<file path="src/oscw_pkg.sv">
package oscw_pkg;

  // ****************************************************************
  // register map, byte addresses
  // ****************************************************************
  localparam logic [7:0] ADDR_OSC2 = 8'h00;
  localparam logic [7:0] ADDR_OSC1 = 8'h04;
  localparam logic [7:0] ADDR_WDT_RESTART = 8'h08;
  localparam logic [7:0] ADDR_WDT_FREQ = 8'h0C;
  localparam logic [7:0] ADDR_STATUS = 8'h10;
  localparam logic [7:0] ADDR_WDT_COUNT = 8'h14;

  // ****************************************************************
  // field positions
  // ****************************************************************
  localparam int OSC2_NODIV_BIT = 0;
  localparam int OSC2_EXTMAIN_BIT = 1;
  localparam int OSC2_EXTSUB_BIT = 2;
  localparam int OSC2_VARIANT_BIT = 3;
  localparam int OSC2_FIXED0_BIT = 4;
  localparam int OSC2_PSRST_BIT = 7;
  localparam int OSC1_WAITSTOP_BIT = 5;
  localparam int FREQ_SEL_BIT = 0;
  localparam int FREQ_PAIRED_BIT = 8;
  localparam int STAT_WAIT_BIT = 0;
  localparam int STAT_STOP_BIT = 1;
  localparam int STAT_HOLD_BIT = 2;

  // ****************************************************************
  // reset values and prescaler taps
  // ****************************************************************
  localparam logic RST_BIT_ZERO = 1'b0;
  localparam int TAP32_MSB = 4;
  localparam int TAP512_MSB = 8;

  // ****************************************************************
  // bus encodings
  // ****************************************************************
  localparam logic [1:0] HTRANS_NONSEQ = 2'h2;
  localparam logic [1:0] HTRANS_SEQ = 2'h3;
  localparam logic [1:0] HRESP_OKAY = 2'h0;
  localparam logic [31:0] WORD_ZERO = 32'h0000_0000;

  // ****************************************************************
  // types
  // ****************************************************************
  typedef enum logic [1:0] {
    OSCW_RUN,
    OSCW_WAIT,
    OSCW_STOP
  } oscw_mode_t;

  typedef struct packed {
    logic fixed0;
    logic variant;
    logic ext_sub;
    logic ext_main;
    logic no_div;
  } oscw_osc2_t;

  typedef struct packed {
    logic main_osc_en;
    logic sub_osc_en;
    logic sub_pin_gpio;
    logic cpu_clk_en;
    logic stop_exit_wdt_main;
    logic stop_exit_wdt_sub;
  } oscw_clk_out_t;

endpackage : oscw_pkg

</file>
<file path="src/oscw_prescaler.sv">
`timescale 1ns/10ps
module oscw_prescaler #(
  parameter int WIDTH = 9
) (
  input wire logic hclk, // system clock
  input wire logic hresetn, // async reset, active low
  input wire logic ce, // clock enable
  input wire logic run, // prescaler clocks running
  input wire logic clear, // one-cycle prescaler initialise
  output logic div32_clock, // divide-by-32 tick
  output logic div512_clock // divide-by-512 tick
);

  logic [WIDTH-1:0] cnt_q;
  logic [WIDTH-1:0] cnt_d;

  // free counter, cleared by software
  assign cnt_d = clear ? '0 : (run ? cnt_q + 1'b1 : cnt_q);

  always_ff @(posedge hclk or negedge hresetn) begin
    if (!hresetn) begin
      cnt_q <= '0;
    end else if (ce) begin
      cnt_q <= cnt_d;
    end
  end

  // taps fire on the last count of each period
  assign div32_clock = run & ~clear & (&cnt_q[oscw_pkg::TAP32_MSB:0]);
  assign div512_clock = run & ~clear & (&cnt_q[oscw_pkg::TAP512_MSB:0]);

endmodule : oscw_prescaler

</file>
<file path="src/oscw_wdt.sv">
`timescale 1ns/10ps
module oscw_wdt #(
  parameter int CW = 15
) (
  input wire logic hclk, // system clock
  input wire logic hresetn, // async reset, active low
  input wire logic ce, // clock enable
  input wire logic freq_sel, // 1 selects divide-by-512 source
  input wire logic div32_clock, // divide-by-32 tick
  input wire logic div512_clock, // divide-by-512 tick
  input wire logic hold_req, // synchronised hold request
  input wire logic halt, // stop or wait halt
  input wire logic restart, // reload pulse
  output logic [CW-1:0] count, // current count
  output logic underflow // one-cycle underflow pulse
);

  logic [CW-1:0] cnt_q;
  logic [CW-1:0] cnt_d;
  logic uf_q;
  logic src;
  logic count_en;

  // gated source; a short hold glitch can pass one count
  assign src = freq_sel ? div512_clock : div32_clock;
  assign count_en = ~hold_req & src & ~halt;

  // down counter, reload on restart or underflow
  assign cnt_d = restart ? '1 :
                 (count_en ? ((cnt_q == '0) ? '1 : cnt_q - 1'b1) : cnt_q);

  always_ff @(posedge hclk or negedge hresetn) begin
    if (!hresetn) begin
      cnt_q <= '1;
      uf_q <= 1'b0;
    end else if (ce) begin
      cnt_q <= cnt_d;
      uf_q <= count_en & ~restart & (cnt_q == '0);
    end
  end

  assign count = cnt_q;
  assign underflow = uf_q;

endmodule : oscw_wdt

</file>
<file path="src/oscw_top.sv">
`timescale 1ns/10ps
module oscw_top #(
  parameter int WDT_W = 15, // watchdog counter width
  parameter int PRE_W = 9, // prescaler width
  parameter logic PROM_VARIANT = 1'b0, // 1 for programmable-rom parts
  parameter logic STOP_ENABLED = 1'b1 // 0 when the stop instruction is ordered off
) (
  input wire logic hclk, // system clock
  input wire logic hresetn, // async reset, active low
  input wire logic ce, // clock enable, freezes state
  input wire logic hsel, // slave select
  input wire logic [7:0] haddr, // byte address
  input wire logic [1:0] htrans, // transfer type
  input wire logic hwrite, // write strobe
  input wire logic [2:0] hsize, // transfer size
  input wire logic [31:0] hwdata, // write data
  input wire logic hready, // bus ready
  output logic [31:0] hrdata, // read data
  output logic hreadyout, // slave ready
  output logic [1:0] hresp, // response
  input wire logic data_length_flag, // cpu m flag, 0 pairs writes
  input wire logic stop_instruction, // stop executed pulse
  input wire logic wait_instruction, // wait executed pulse
  input wire logic wake_request, // interrupt request ends a mode
  input wire logic hold_pin_n, // hold pin, active low, async
  output oscw_pkg::oscw_clk_out_t clk_out, // clock controls
  output logic stop_mode, // in stop mode
  output logic wait_mode, // in wait mode
  output logic hold_state, // hold seen
  output logic wdt_underflow, // watchdog underflow pulse
  output logic [WDT_W-1:0] wdt_count // watchdog count
);

  // ****************************************************************
  // bus address phase
  // ****************************************************************
  logic ap_valid;
  logic dp_wr_q;
  logic [7:0] dp_addr_q;
  logic [31:0] rdata_q;
  logic [31:0] rdata_d;

  // a transfer is taken when selected, active and ready
  assign ap_valid = hsel & hready & (htrans == oscw_pkg::HTRANS_NONSEQ |
                                     htrans == oscw_pkg::HTRANS_SEQ);

  // capture write address for the data phase
  always_ff @(posedge hclk or negedge hresetn) begin
    if (!hresetn) begin
      dp_wr_q <= 1'b0;
      dp_addr_q <= 8'h00;
    end else if (ce) begin
      dp_wr_q <= ap_valid & hwrite;
      dp_addr_q <= haddr;
    end
  end

  // no wait states, always okay
  assign hreadyout = 1'b1;
  assign hresp = oscw_pkg::HRESP_OKAY;

  // ****************************************************************
  // write decode
  // ****************************************************************
  logic wr_osc2;
  logic wr_osc1;
  logic wr_restart;
  logic wr_freq;
  logic paired_freq;
  logic ps_clear;

  assign wr_osc2 = dp_wr_q & (dp_addr_q == oscw_pkg::ADDR_OSC2);
  assign wr_osc1 = dp_wr_q & (dp_addr_q == oscw_pkg::ADDR_OSC1);
  assign wr_restart = dp_wr_q & (dp_addr_q == oscw_pkg::ADDR_WDT_RESTART);
  assign wr_freq = dp_wr_q & (dp_addr_q == oscw_pkg::ADDR_WDT_FREQ);
  // restart with m=0 also covers the following byte
  assign paired_freq = wr_restart & ~data_length_flag;
  // write-only initialise strobe
  assign ps_clear = wr_osc2 & hwdata[oscw_pkg::OSC2_PSRST_BIT];

  // ****************************************************************
  // control registers
  // ****************************************************************
  oscw_pkg::oscw_osc2_t osc2_q;
  oscw_pkg::oscw_osc2_t osc2_d;
  logic waitstop_q;
  logic freq_q;
  logic freq_d;

  // next values of the second control register
  always_comb begin
    osc2_d = osc2_q;
    if (wr_osc2) begin
      osc2_d.no_div = hwdata[oscw_pkg::OSC2_NODIV_BIT];
      osc2_d.ext_main = hwdata[oscw_pkg::OSC2_EXTMAIN_BIT];
      osc2_d.ext_sub = hwdata[oscw_pkg::OSC2_EXTSUB_BIT];
      osc2_d.variant = hwdata[oscw_pkg::OSC2_VARIANT_BIT];
      osc2_d.fixed0 = hwdata[oscw_pkg::OSC2_FIXED0_BIT];
    end
  end

  // frequency flag by direct or paired write
  assign freq_d = paired_freq ? hwdata[oscw_pkg::FREQ_PAIRED_BIT] :
                  (wr_freq ? hwdata[oscw_pkg::FREQ_SEL_BIT] : freq_q);

  always_ff @(posedge hclk or negedge hresetn) begin
    if (!hresetn) begin
      osc2_q <= {oscw_pkg::RST_BIT_ZERO, PROM_VARIANT, 3'h0};
      waitstop_q <= oscw_pkg::RST_BIT_ZERO;
      freq_q <= oscw_pkg::RST_BIT_ZERO;
    end else if (ce) begin
      osc2_q <= osc2_d;
      waitstop_q <= wr_osc1 ? hwdata[oscw_pkg::OSC1_WAITSTOP_BIT] : waitstop_q;
      freq_q <= freq_d;
    end
  end

  // ****************************************************************
  // hold pin synchroniser
  // ****************************************************************
  logic hold_s1_q;
  logic hold_s2_q;

  always_ff @(posedge hclk or negedge hresetn) begin
    if (!hresetn) begin
      hold_s1_q <= 1'b0;
      hold_s2_q <= 1'b0;
    end else if (ce) begin
      hold_s1_q <= ~hold_pin_n;
      hold_s2_q <= hold_s1_q;
    end
  end

  assign hold_state = hold_s2_q;

  // ****************************************************************
  // stop and wait modes
  // ****************************************************************
  oscw_pkg::oscw_mode_t mode_q;
  oscw_pkg::oscw_mode_t mode_d;

  // instructions enter, interrupt requests leave
  always_comb begin
    mode_d = mode_q;
    case (mode_q)
      oscw_pkg::OSCW_RUN: begin
        if (stop_instruction & STOP_ENABLED) begin
          mode_d = oscw_pkg::OSCW_STOP;
        end else if (wait_instruction) begin
          mode_d = oscw_pkg::OSCW_WAIT;
        end
      end
      oscw_pkg::OSCW_WAIT: begin
        if (wake_request) begin
          mode_d = oscw_pkg::OSCW_RUN;
        end
      end
      oscw_pkg::OSCW_STOP: begin
        if (wake_request) begin
          mode_d = oscw_pkg::OSCW_RUN;
        end
      end
      default: begin
        mode_d = oscw_pkg::OSCW_RUN;
      end
    endcase
  end

  always_ff @(posedge hclk or negedge hresetn) begin
    if (!hresetn) begin
      mode_q <= oscw_pkg::OSCW_RUN;
    end else if (ce) begin
      mode_q <= mode_d;
    end
  end

  assign stop_mode = (mode_q == oscw_pkg::OSCW_STOP);
  assign wait_mode = (mode_q == oscw_pkg::OSCW_WAIT);

  // ****************************************************************
  // clock controls
  // ****************************************************************
  logic div2_phase_q;
  logic pre_run;
  logic wdt_halt;

  // divide-by-two phase of the main clock
  always_ff @(posedge hclk or negedge hresetn) begin
    if (!hresetn) begin
      div2_phase_q <= 1'b0;
    end else if (ce) begin
      div2_phase_q <= ~div2_phase_q;
    end
  end

  // prescaler stops in stop, and in wait when asked
  assign pre_run = ~stop_mode & ~(wait_mode & waitstop_q);
  // watchdog halts in stop and in wait with bit 5 set
  assign wdt_halt = stop_mode | (wait_mode & waitstop_q);

  assign clk_out.cpu_clk_en = (mode_q == oscw_pkg::OSCW_RUN) &
                              (osc2_q.no_div | div2_phase_q);
  assign clk_out.main_osc_en = ~stop_mode & ~osc2_q.ext_main;
  assign clk_out.sub_osc_en = ~stop_mode & ~osc2_q.ext_sub;
  assign clk_out.sub_pin_gpio = osc2_q.ext_sub;
  assign clk_out.stop_exit_wdt_main = ~osc2_q.ext_main;
  assign clk_out.stop_exit_wdt_sub = ~osc2_q.ext_sub;

  // ****************************************************************
  // prescaler and watchdog
  // ****************************************************************
  logic div32_clock;
  logic div512_clock;

  oscw_prescaler #(
    .WIDTH(PRE_W)
  ) u_pre (
    .hclk(hclk),
    .hresetn(hresetn),
    .ce(ce),
    .run(pre_run),
    .clear(ps_clear),
    .div32_clock(div32_clock),
    .div512_clock(div512_clock)
  );

  oscw_wdt #(
    .CW(WDT_W)
  ) u_wdt (
    .hclk(hclk),
    .hresetn(hresetn),
    .ce(ce),
    .freq_sel(freq_q),
    .div32_clock(div32_clock),
    .div512_clock(div512_clock),
    .hold_req(hold_s2_q),
    .halt(wdt_halt),
    .restart(wr_restart),
    .count(wdt_count),
    .underflow(wdt_underflow)
  );

  // ****************************************************************
  // read mux, registered in the address phase
  // ****************************************************************
  logic [31:0] rd_osc2;
  logic [31:0] rd_osc1;
  logic [31:0] rd_freq;
  logic [31:0] rd_stat;
  logic [31:0] rd_cnt;

  // bit 7 write-only, bits 5 and 6 unimplemented read zero
  assign rd_osc2 = {27'h000_0000, osc2_q};
  assign rd_osc1 = {26'h000_0000, waitstop_q, 5'h00};
  assign rd_freq = {31'h0000_0000, freq_q};
  assign rd_stat = {29'h0000_0000, hold_s2_q, stop_mode, wait_mode};
  assign rd_cnt = {{(32 - WDT_W){1'b0}}, wdt_count};

  always_comb begin
    rdata_d = oscw_pkg::WORD_ZERO;
    case (haddr)
      oscw_pkg::ADDR_OSC2: rdata_d = rd_osc2;
      oscw_pkg::ADDR_OSC1: rdata_d = rd_osc1;
      oscw_pkg::ADDR_WDT_FREQ: rdata_d = rd_freq;
      oscw_pkg::ADDR_STATUS: rdata_d = rd_stat;
      oscw_pkg::ADDR_WDT_COUNT: rdata_d = rd_cnt;
      default: rdata_d = oscw_pkg::WORD_ZERO;
    endcase
  end

  always_ff @(posedge hclk or negedge hresetn) begin
    if (!hresetn) begin
      rdata_q <= oscw_pkg::WORD_ZERO;
    end else if (ce & ap_valid & ~hwrite) begin
      rdata_q <= rdata_d;
    end
  end

  assign hrdata = rdata_q;

endmodule : oscw_top

</file>
<file path="config.mk">
export PLATFORM = sky130hd
export DESIGN_NAME = oscw_top
export DESIGN_NICKNAME = d
export VERILOG_FILES = /design/src/oscw_pkg.sv /design/src/oscw_prescaler.sv /design/src/oscw_wdt.sv /design/src/oscw_top.sv
export SDC_FILE = /design/constraint.sdc
export NUM_CORES = 1
export LEC_CHECK = 0
export ABC_CLOCK_PERIOD_IN_PS = 3150
export CAP_MARGIN = 20
export CORE_MARGIN = 2
export CORE_UTILIZATION = 40
export DETAILED_ROUTE_END_ITERATION = 10
export DONT_BUFFER_PORTS = 1
export GPL_ROUTABILITY_DRIVEN = 0
export GPL_TIMING_DRIVEN = 0
export PLACE_DENSITY = 0.54
export SYNTH_ARGS = -nofsm -noshare
export SYNTH_HDL_FRONTEND = slang
export SYNTH_HIERARCHICAL = 1
export SYNTH_SLANG_ARGS = --single-unit
</file>
<file path="constraint.sdc">
create_clock -name hclk -period 3.15 [get_ports hclk]
set_input_delay 0 -clock hclk [delete_from_list [all_inputs] [get_ports hclk]]
set_output_delay 0 -clock hclk [all_outputs]
set_load 0.01 [all_outputs]
</file>
; ---- After elaboration in Yosys (flattened, before gate mapping)
; Index checks and enable logic that the tools add are counted.
[word_totals]
memories = 0
latchBits = 0
rom_bits = 0
elab_cells = 99
reg_bits = 78
output_inout_bits = 60
inputBits = 56
ram_bits = 0
[classes]
div_mod_pow = 0
magnitude_cmp = 0
bitwise = 38
mul = 0
add_sub_neg = 2
n_eq_ne = 13
reduce_logical = 16
mux = 13
shifts = 0
[ops]
columns = op, count
row1 = one-hot mux 15 bit (5 select lines), 1
row2 = two-way mux 15 bit, 3
row3 = "== test 8 x 4 -> 1 bit, second input constant", 3
row4 = bitwise AND 1 bit, 23
row5 = two-way mux 9 bit, 2
row6 = "== test 8 x 3 -> 1 bit, second input constant", 2
row7 = "== test 8 x 5 -> 1 bit, second input constant", 2
row8 = logical NOT 8 bit, 2
row9 = logical NOT 15 bit, 1
row10 = "subtractor 15 x 1 -> 15 bit, second input constant", 1
row11 = NOT 1 bit, 12
row12 = AND reduction 2 bit, 5
row13 = "adder 9 x 1 -> 9 bit, second input constant", 1
row14 = AND reduction 9 bit, 1
row15 = "== test 2 bit, second input constant", 3
row16 = two-way mux 2 bit, 3
row17 = nonzero test 2 bit, 3
row18 = AND reduction 5 bit, 1
row19 = one-hot mux 2 bit (2 select lines), 1
row20 = two-way mux 1 bit, 3
row21 = "inequality test 3 bit, second input constant", 1
row22 = bitwise OR 1 bit, 3
row23 = AND reduction 3 bit, 1
row24 = "== test 2 x 1 -> 1 bit, second input constant", 1
row25 = other kinds (3), 3

; ---- Longest topological paths before layout
[depth]
word_depth = 11
mapped_depth = 11
depth_no_buf = 9

; ---- Cells and area by module
; The synthesis kept the hierarchy.
[by_module_without_submodules]
columns = mod, n_inst, seq_area_each_um2, cells_per_inst, area_per_inst_um2
row1 = oscw_top, 1, 900.9, 165, 1879.3
row2 = oscw_wdt, 1, 419.2, 115, 1096.1
row3 = oscw_prescaler, 1, 225.2, 60, 575.6

; ---- Worst setup path after synthesis
; OpenSTA, ideal clock, no wires.
[synth_path]
kind = register to register
startpoint = reg dp_addr_q[1]
endpoint = reg u_wdt.cnt_q[3] (netlist: u_wdt/count[3])
path_slack_ps = 409
path_buffers = 2
synth_period_minus_slack_ps = 2741
t_required_ps = 3072
setup_time_ps = 78
t_arrival_ps = 2663
path_stages_with_launch = 10
cell_sequence = dfrtp_1 -> or4b_4 -> nor4_4 -> nor4bb_1 -> buf_4 -> and3b_1 -> mux2_2 -> a22o_1 -> buf_2 -> o22a_2
[synth_between]
elab_chain_len = 11
elab_cells_between_ends = 15
cone_classes = eq/ne (1) / mux (2) / bitwise (9) / reduce/logical (3)
[synth_lines]
columns = item, line_no
row1 = from (decl), oscw_top.sv:39  ; logic [7:0] dp_addr_q;
row2 = from (signal assigned), oscw_top.sv:54  ; dp_addr_q <= haddr;
row3 = logical NOT 8 bit, oscw_top.sv:72  ; assign wr_osc2 = dp_wr_q & (dp_addr_q == oscw_pkg::ADDR_OSC2);
row4 = bitwise AND 1 bit, oscw_top.sv:72
row5 = bitwise AND 1 bit, oscw_top.sv:79  ; assign ps_clear = wr_osc2 & hwdata[oscw_pkg::OSC2_PSRST_BIT];
row6 = via ps_clear, oscw_top.sv:70  ; logic ps_clear;
row7 = NOT 1 bit, oscw_prescaler.sv:30  ; assign div512_clock = run & ~clear & (&cnt_q[oscw_pkg::TAP512_MSB:0]);
row8 = bitwise AND 1 bit (2 in series), oscw_prescaler.sv:30
row9 = via div512_clock, oscw_top.sv:213  ; logic div512_clock;
row10 = two-way mux 1 bit, oscw_wdt.sv:25  ; assign src = freq_sel ? div512_clock : div32_clock;
row11 = bitwise AND 1 bit (2 in series), oscw_wdt.sv:26  ; assign count_en = ~hold_req & src & ~halt;
row12 = nonzero test 2 bit (no line), n/a
row13 = AND reduction 2 bit (no line), n/a
row14 = to (signal assigned), oscw_wdt.sv:37  ; cnt_q <= cnt_d;
row15 = to (decl), oscw_wdt.sv:18  ; logic [CW-1:0] cnt_q;
; The timed path passes the listed nets, and every way through them passes these cells.
; A chain may end at the register's enable or synchronous reset.

; ---- Worst setup path after layout
[layout_path]
startpoint = reg dp_addr_q[1]
endpoint = reg u_wdt.cnt_q[10] (netlist: u_wdt/count[10])
; The elaborated chain is that of the path after synthesis.

==> impl_metrics.ini <==
[layout]
antenna_cells = 0
nets = 456
final_common_cell = dfrtp_1
final_cells = 505
synthToLayoutAreaGrowth_pct = 18.8
design_area_um2 = 4220
layout_common_cells = dfrtp_1 (46), inv_1 (22), dlygate4sd3_1 (22)
final_layout_size_suffix_gt1_frac = 0.249
post-route-util = 0.486

[cts]
cts_root_buf = clkbuf_8
clk_latency_ns = 0.34
clock_path_buffers = 2
clock-sinks = 61
cts_tree = built
cts_buffers = 9
clk_pin_slew_ns = 0.07
post_cts_buffers = 0
htree_levels = 3

[yosys]
synth_area_leaders = dfrtp_1 (32%), dfstp_2 (11%), mux2_2 (5.4%)
synth_top_area_frac = 0.324
syn_inst = 340
syn_area_per_cell_um2 = 10.4
ys_warn_count = 6
synth_cell_type_count = 62
ys_seq_elements = 61
synth.cell_area_um2 = 3550
synth_top_cell_by_area = dfrtp_1
synth-async-reset-ratio = 1.00
synthFlopType = dfrtp_1
synth-seq-area-share = 0.435
synth_edf_count = 0

[global_routing]
grt_max_degree = 62
grt_overflow_total = 0
grtUsageTotal = 0.180
grt_antenna_before_repair = 0
grt_pass1_vias = 2700
grt_pass1_wl_mm = 14.0

[critical_path]
start_kind = flop
slowest_stage = or4b_4
endpoint_kind = flop
critPathKind = flop to flop
cpPeakStageDelay_ns = 0.56
regToRegSetupSlack_ns = 0.18
rr_endpoint = u_wdt/count[10]
path_common_cell = o21ai_0
path_buf_inv = 2
critical_path.top_delay_family = simple AND/OR/NAND/NOR gates
worstPathMaxFanout = 10
startpoint = dp_addr_q[1]
cp_data_required_time_ns = 3.41
path_cells = or4b_4, nor4_4, nor4bb_4, buf_6, and3b_1, mux2_2, a22o_2, buf_2, o21ai_0, o21ai_0
timing.rr.start = dp_addr_q[1]
r2r_cells = 10
cp_data_arrival_time_ns = 3.23

[run]
maxCapViolCount = 0

[sta]
drv_slew = 0
finalSetupViolations = 0
maxSlewHeadroom = 0.582
fmax_mhz = 337
final_hold_viol_count = 0
min_period_ns = 2.97
skew_ns = 0.0102
timing.final.crit_share = 0.943
tightest_slew_ns = 0.627
whs_ns = 0.0282

[power_and_ir_drop]
intPower_mw = 1.81
p_sw_mw = 1.06
vdd_drop_max_mv = 0.477
seq_power_share = 0.408
p_sw_frac = 0.370
power.density_nw_per_um2 = 681
power_frac_clock = 0.246
total_leakage_power_nw = 1.87
finalPower_mw = 2.87
p_comb_frac = 0.346

[drt]
drt-initial-drc-count = 105
ant_nets = 0
vias = 2696
drt-total-wl_mm = 8.48
viasPerCell = 5.34
wl_per_cell_um = 16.8
drc = 0
firstDrtPassIters = 4

[die]
rows = 34
initial_core_util = 0.409
die_w_um = 98.2
fp.dieH_um = 98.2
dieArea_um2 = 9650
ios = 116
coreArea_um2 = 8680

[worst_hold_path]
min-delay-start = wake_request
worst_hold_path.num_cells = 3
holdPathEnd = mode_q[1]
hp-class = primary input to flop

[run_status]
status = finished clean

[placement]
portBuffers = 0
dp_hpwl_mm = 5.82
dp.cells = 466
place_area_um2 = 3750
[synthesized netlist by cell type, drive strengths merged (2+ instances only)]
cell type and instances:
buf 30, mux2i 2, nand2b 8, and2 3
inv 22, or3 6, nand2 13, and4 2
and3 5, o22ai 7, o41ai 5, a311o 2
mux2 22, nor2 18, or4 4, dfrtp 46
nor4 5, nand4 6, conb 2, a22o 11
o21ai 22, nor3b 3, nor3 5, dfstp 15
nand3 5, o31ai 8, a21oi 11, a22oi 4
and2b 3, a21boi 2, o22a 3, o21a 3
or4b 2, nor4b 2, a31oi 3, ha 8
clkbuf 6, o21ba 2, and3b 3
[kinds of logic (layout without fill, tap and decap cells)]
family | Yosys count | after routing | share of synthesized area
adder cells (fa/ha/maj) | 8 | 8 | 0.0282
XOR/XNOR | 1 | 1 | 0.00247
multiplexers | 24 | 24 | 0.0807
flip-flops | 61 | 61 | 0.435
other | 2 | 20 | 0.00211
AO/OA/AOI/OAI | 87 | 87 | 0.174
buffers and inverters | 58 | 97 | 0.0969
AND/OR/NAND/NOR | 99 | 99 | 0.180
[metrics by stage]
step / setup WS [ns] / TNS, ns
6_report: 0.178 / 0
3_3_place_gp: 0.0383 / 0
2_1_floorplan: 0.409 / 0
5_1_grt: -0.000484 / -0.000484
3_5_place_dp: 0.0537 / 0
4_1_cts: 0.0327 / 0
[worst max-delay path by stage]
stage	end	slack [ns]	depth (start not counted)
finish	u_wdt/count[10]	0.18	10
global placement	u_wdt/count[10]	0.04	10
floorplan	u_wdt/count[3]	0.41	9
CTS	u_wdt/count[4]	0.03	9
global route	u_wdt/count[10]	-0.0005	10
detailed placement	u_wdt/count[4]	0.05	9
[flip-flops by register name, summed over array words and instances, names as in the netlist]
signal           cells
hold_state           1
div2_phase_q         1
hold_s1_q            1
mode_q               2
osc2_q               4
freq_q               1
u_pre/cnt_q          9
waitstop_q           1
dp_addr_q            8
u_wdt/count         15
clk_out              1
hrdata              15
u_wdt/underflow      1
dp_wr_q              1
[what timing repair did]
action	in CTS	in global routing
gates resized for setup	0	4
endpoints found under the hold margin	94	0
hold buffers	23	0
setup endpoints to repair	0	11
[metal layers]
| layer | vias up | track usage | part of all wire |
|---|---|---|---|
| li1 | 1311 | - | - |
| met1 | 1297 | 0.231 | 0.44 |
| met2 | 73 | 0.278 | 0.48 |
| met3 | 15 | 0.0630 | 0.062 |
| met4 | 0 | 0.0748 | 0.019 |
| met5 | - | 0 | 0 |
[area by class of cell]
class | count | area, um^2
fillers | 830 | 4460
multi-input cells | 239 | 1750
flip-flops and latches | 61 | 1550
plain buffers | 36 | 265
repair buffers | 23 | 248
clock buffers | 15 | 166
well taps | 108 | 135
inverters | 22 | 82.6
clock inverters | 1 | 30.0
[worst min-delay path: stages]
cell      delay, ns
inv_1          0.03
a21boi_0       0.13
o22ai_1        0.16
[power groups by stage]
stage | logic, mW | registers, mW | clock network, mW
final | 0.994 | 1.17 | 0.706
after global routing | 1.11 | 1.20 | 0.756
after CTS | 0.992 | 1.17 | 0.728
after detailed placement | 0.935 | 1.19 | 0
after global placement | 0.913 | 1.18 | 0
after floorplan | 0.784 | 1.12 | 0
(Power assumes the default switching activity.)
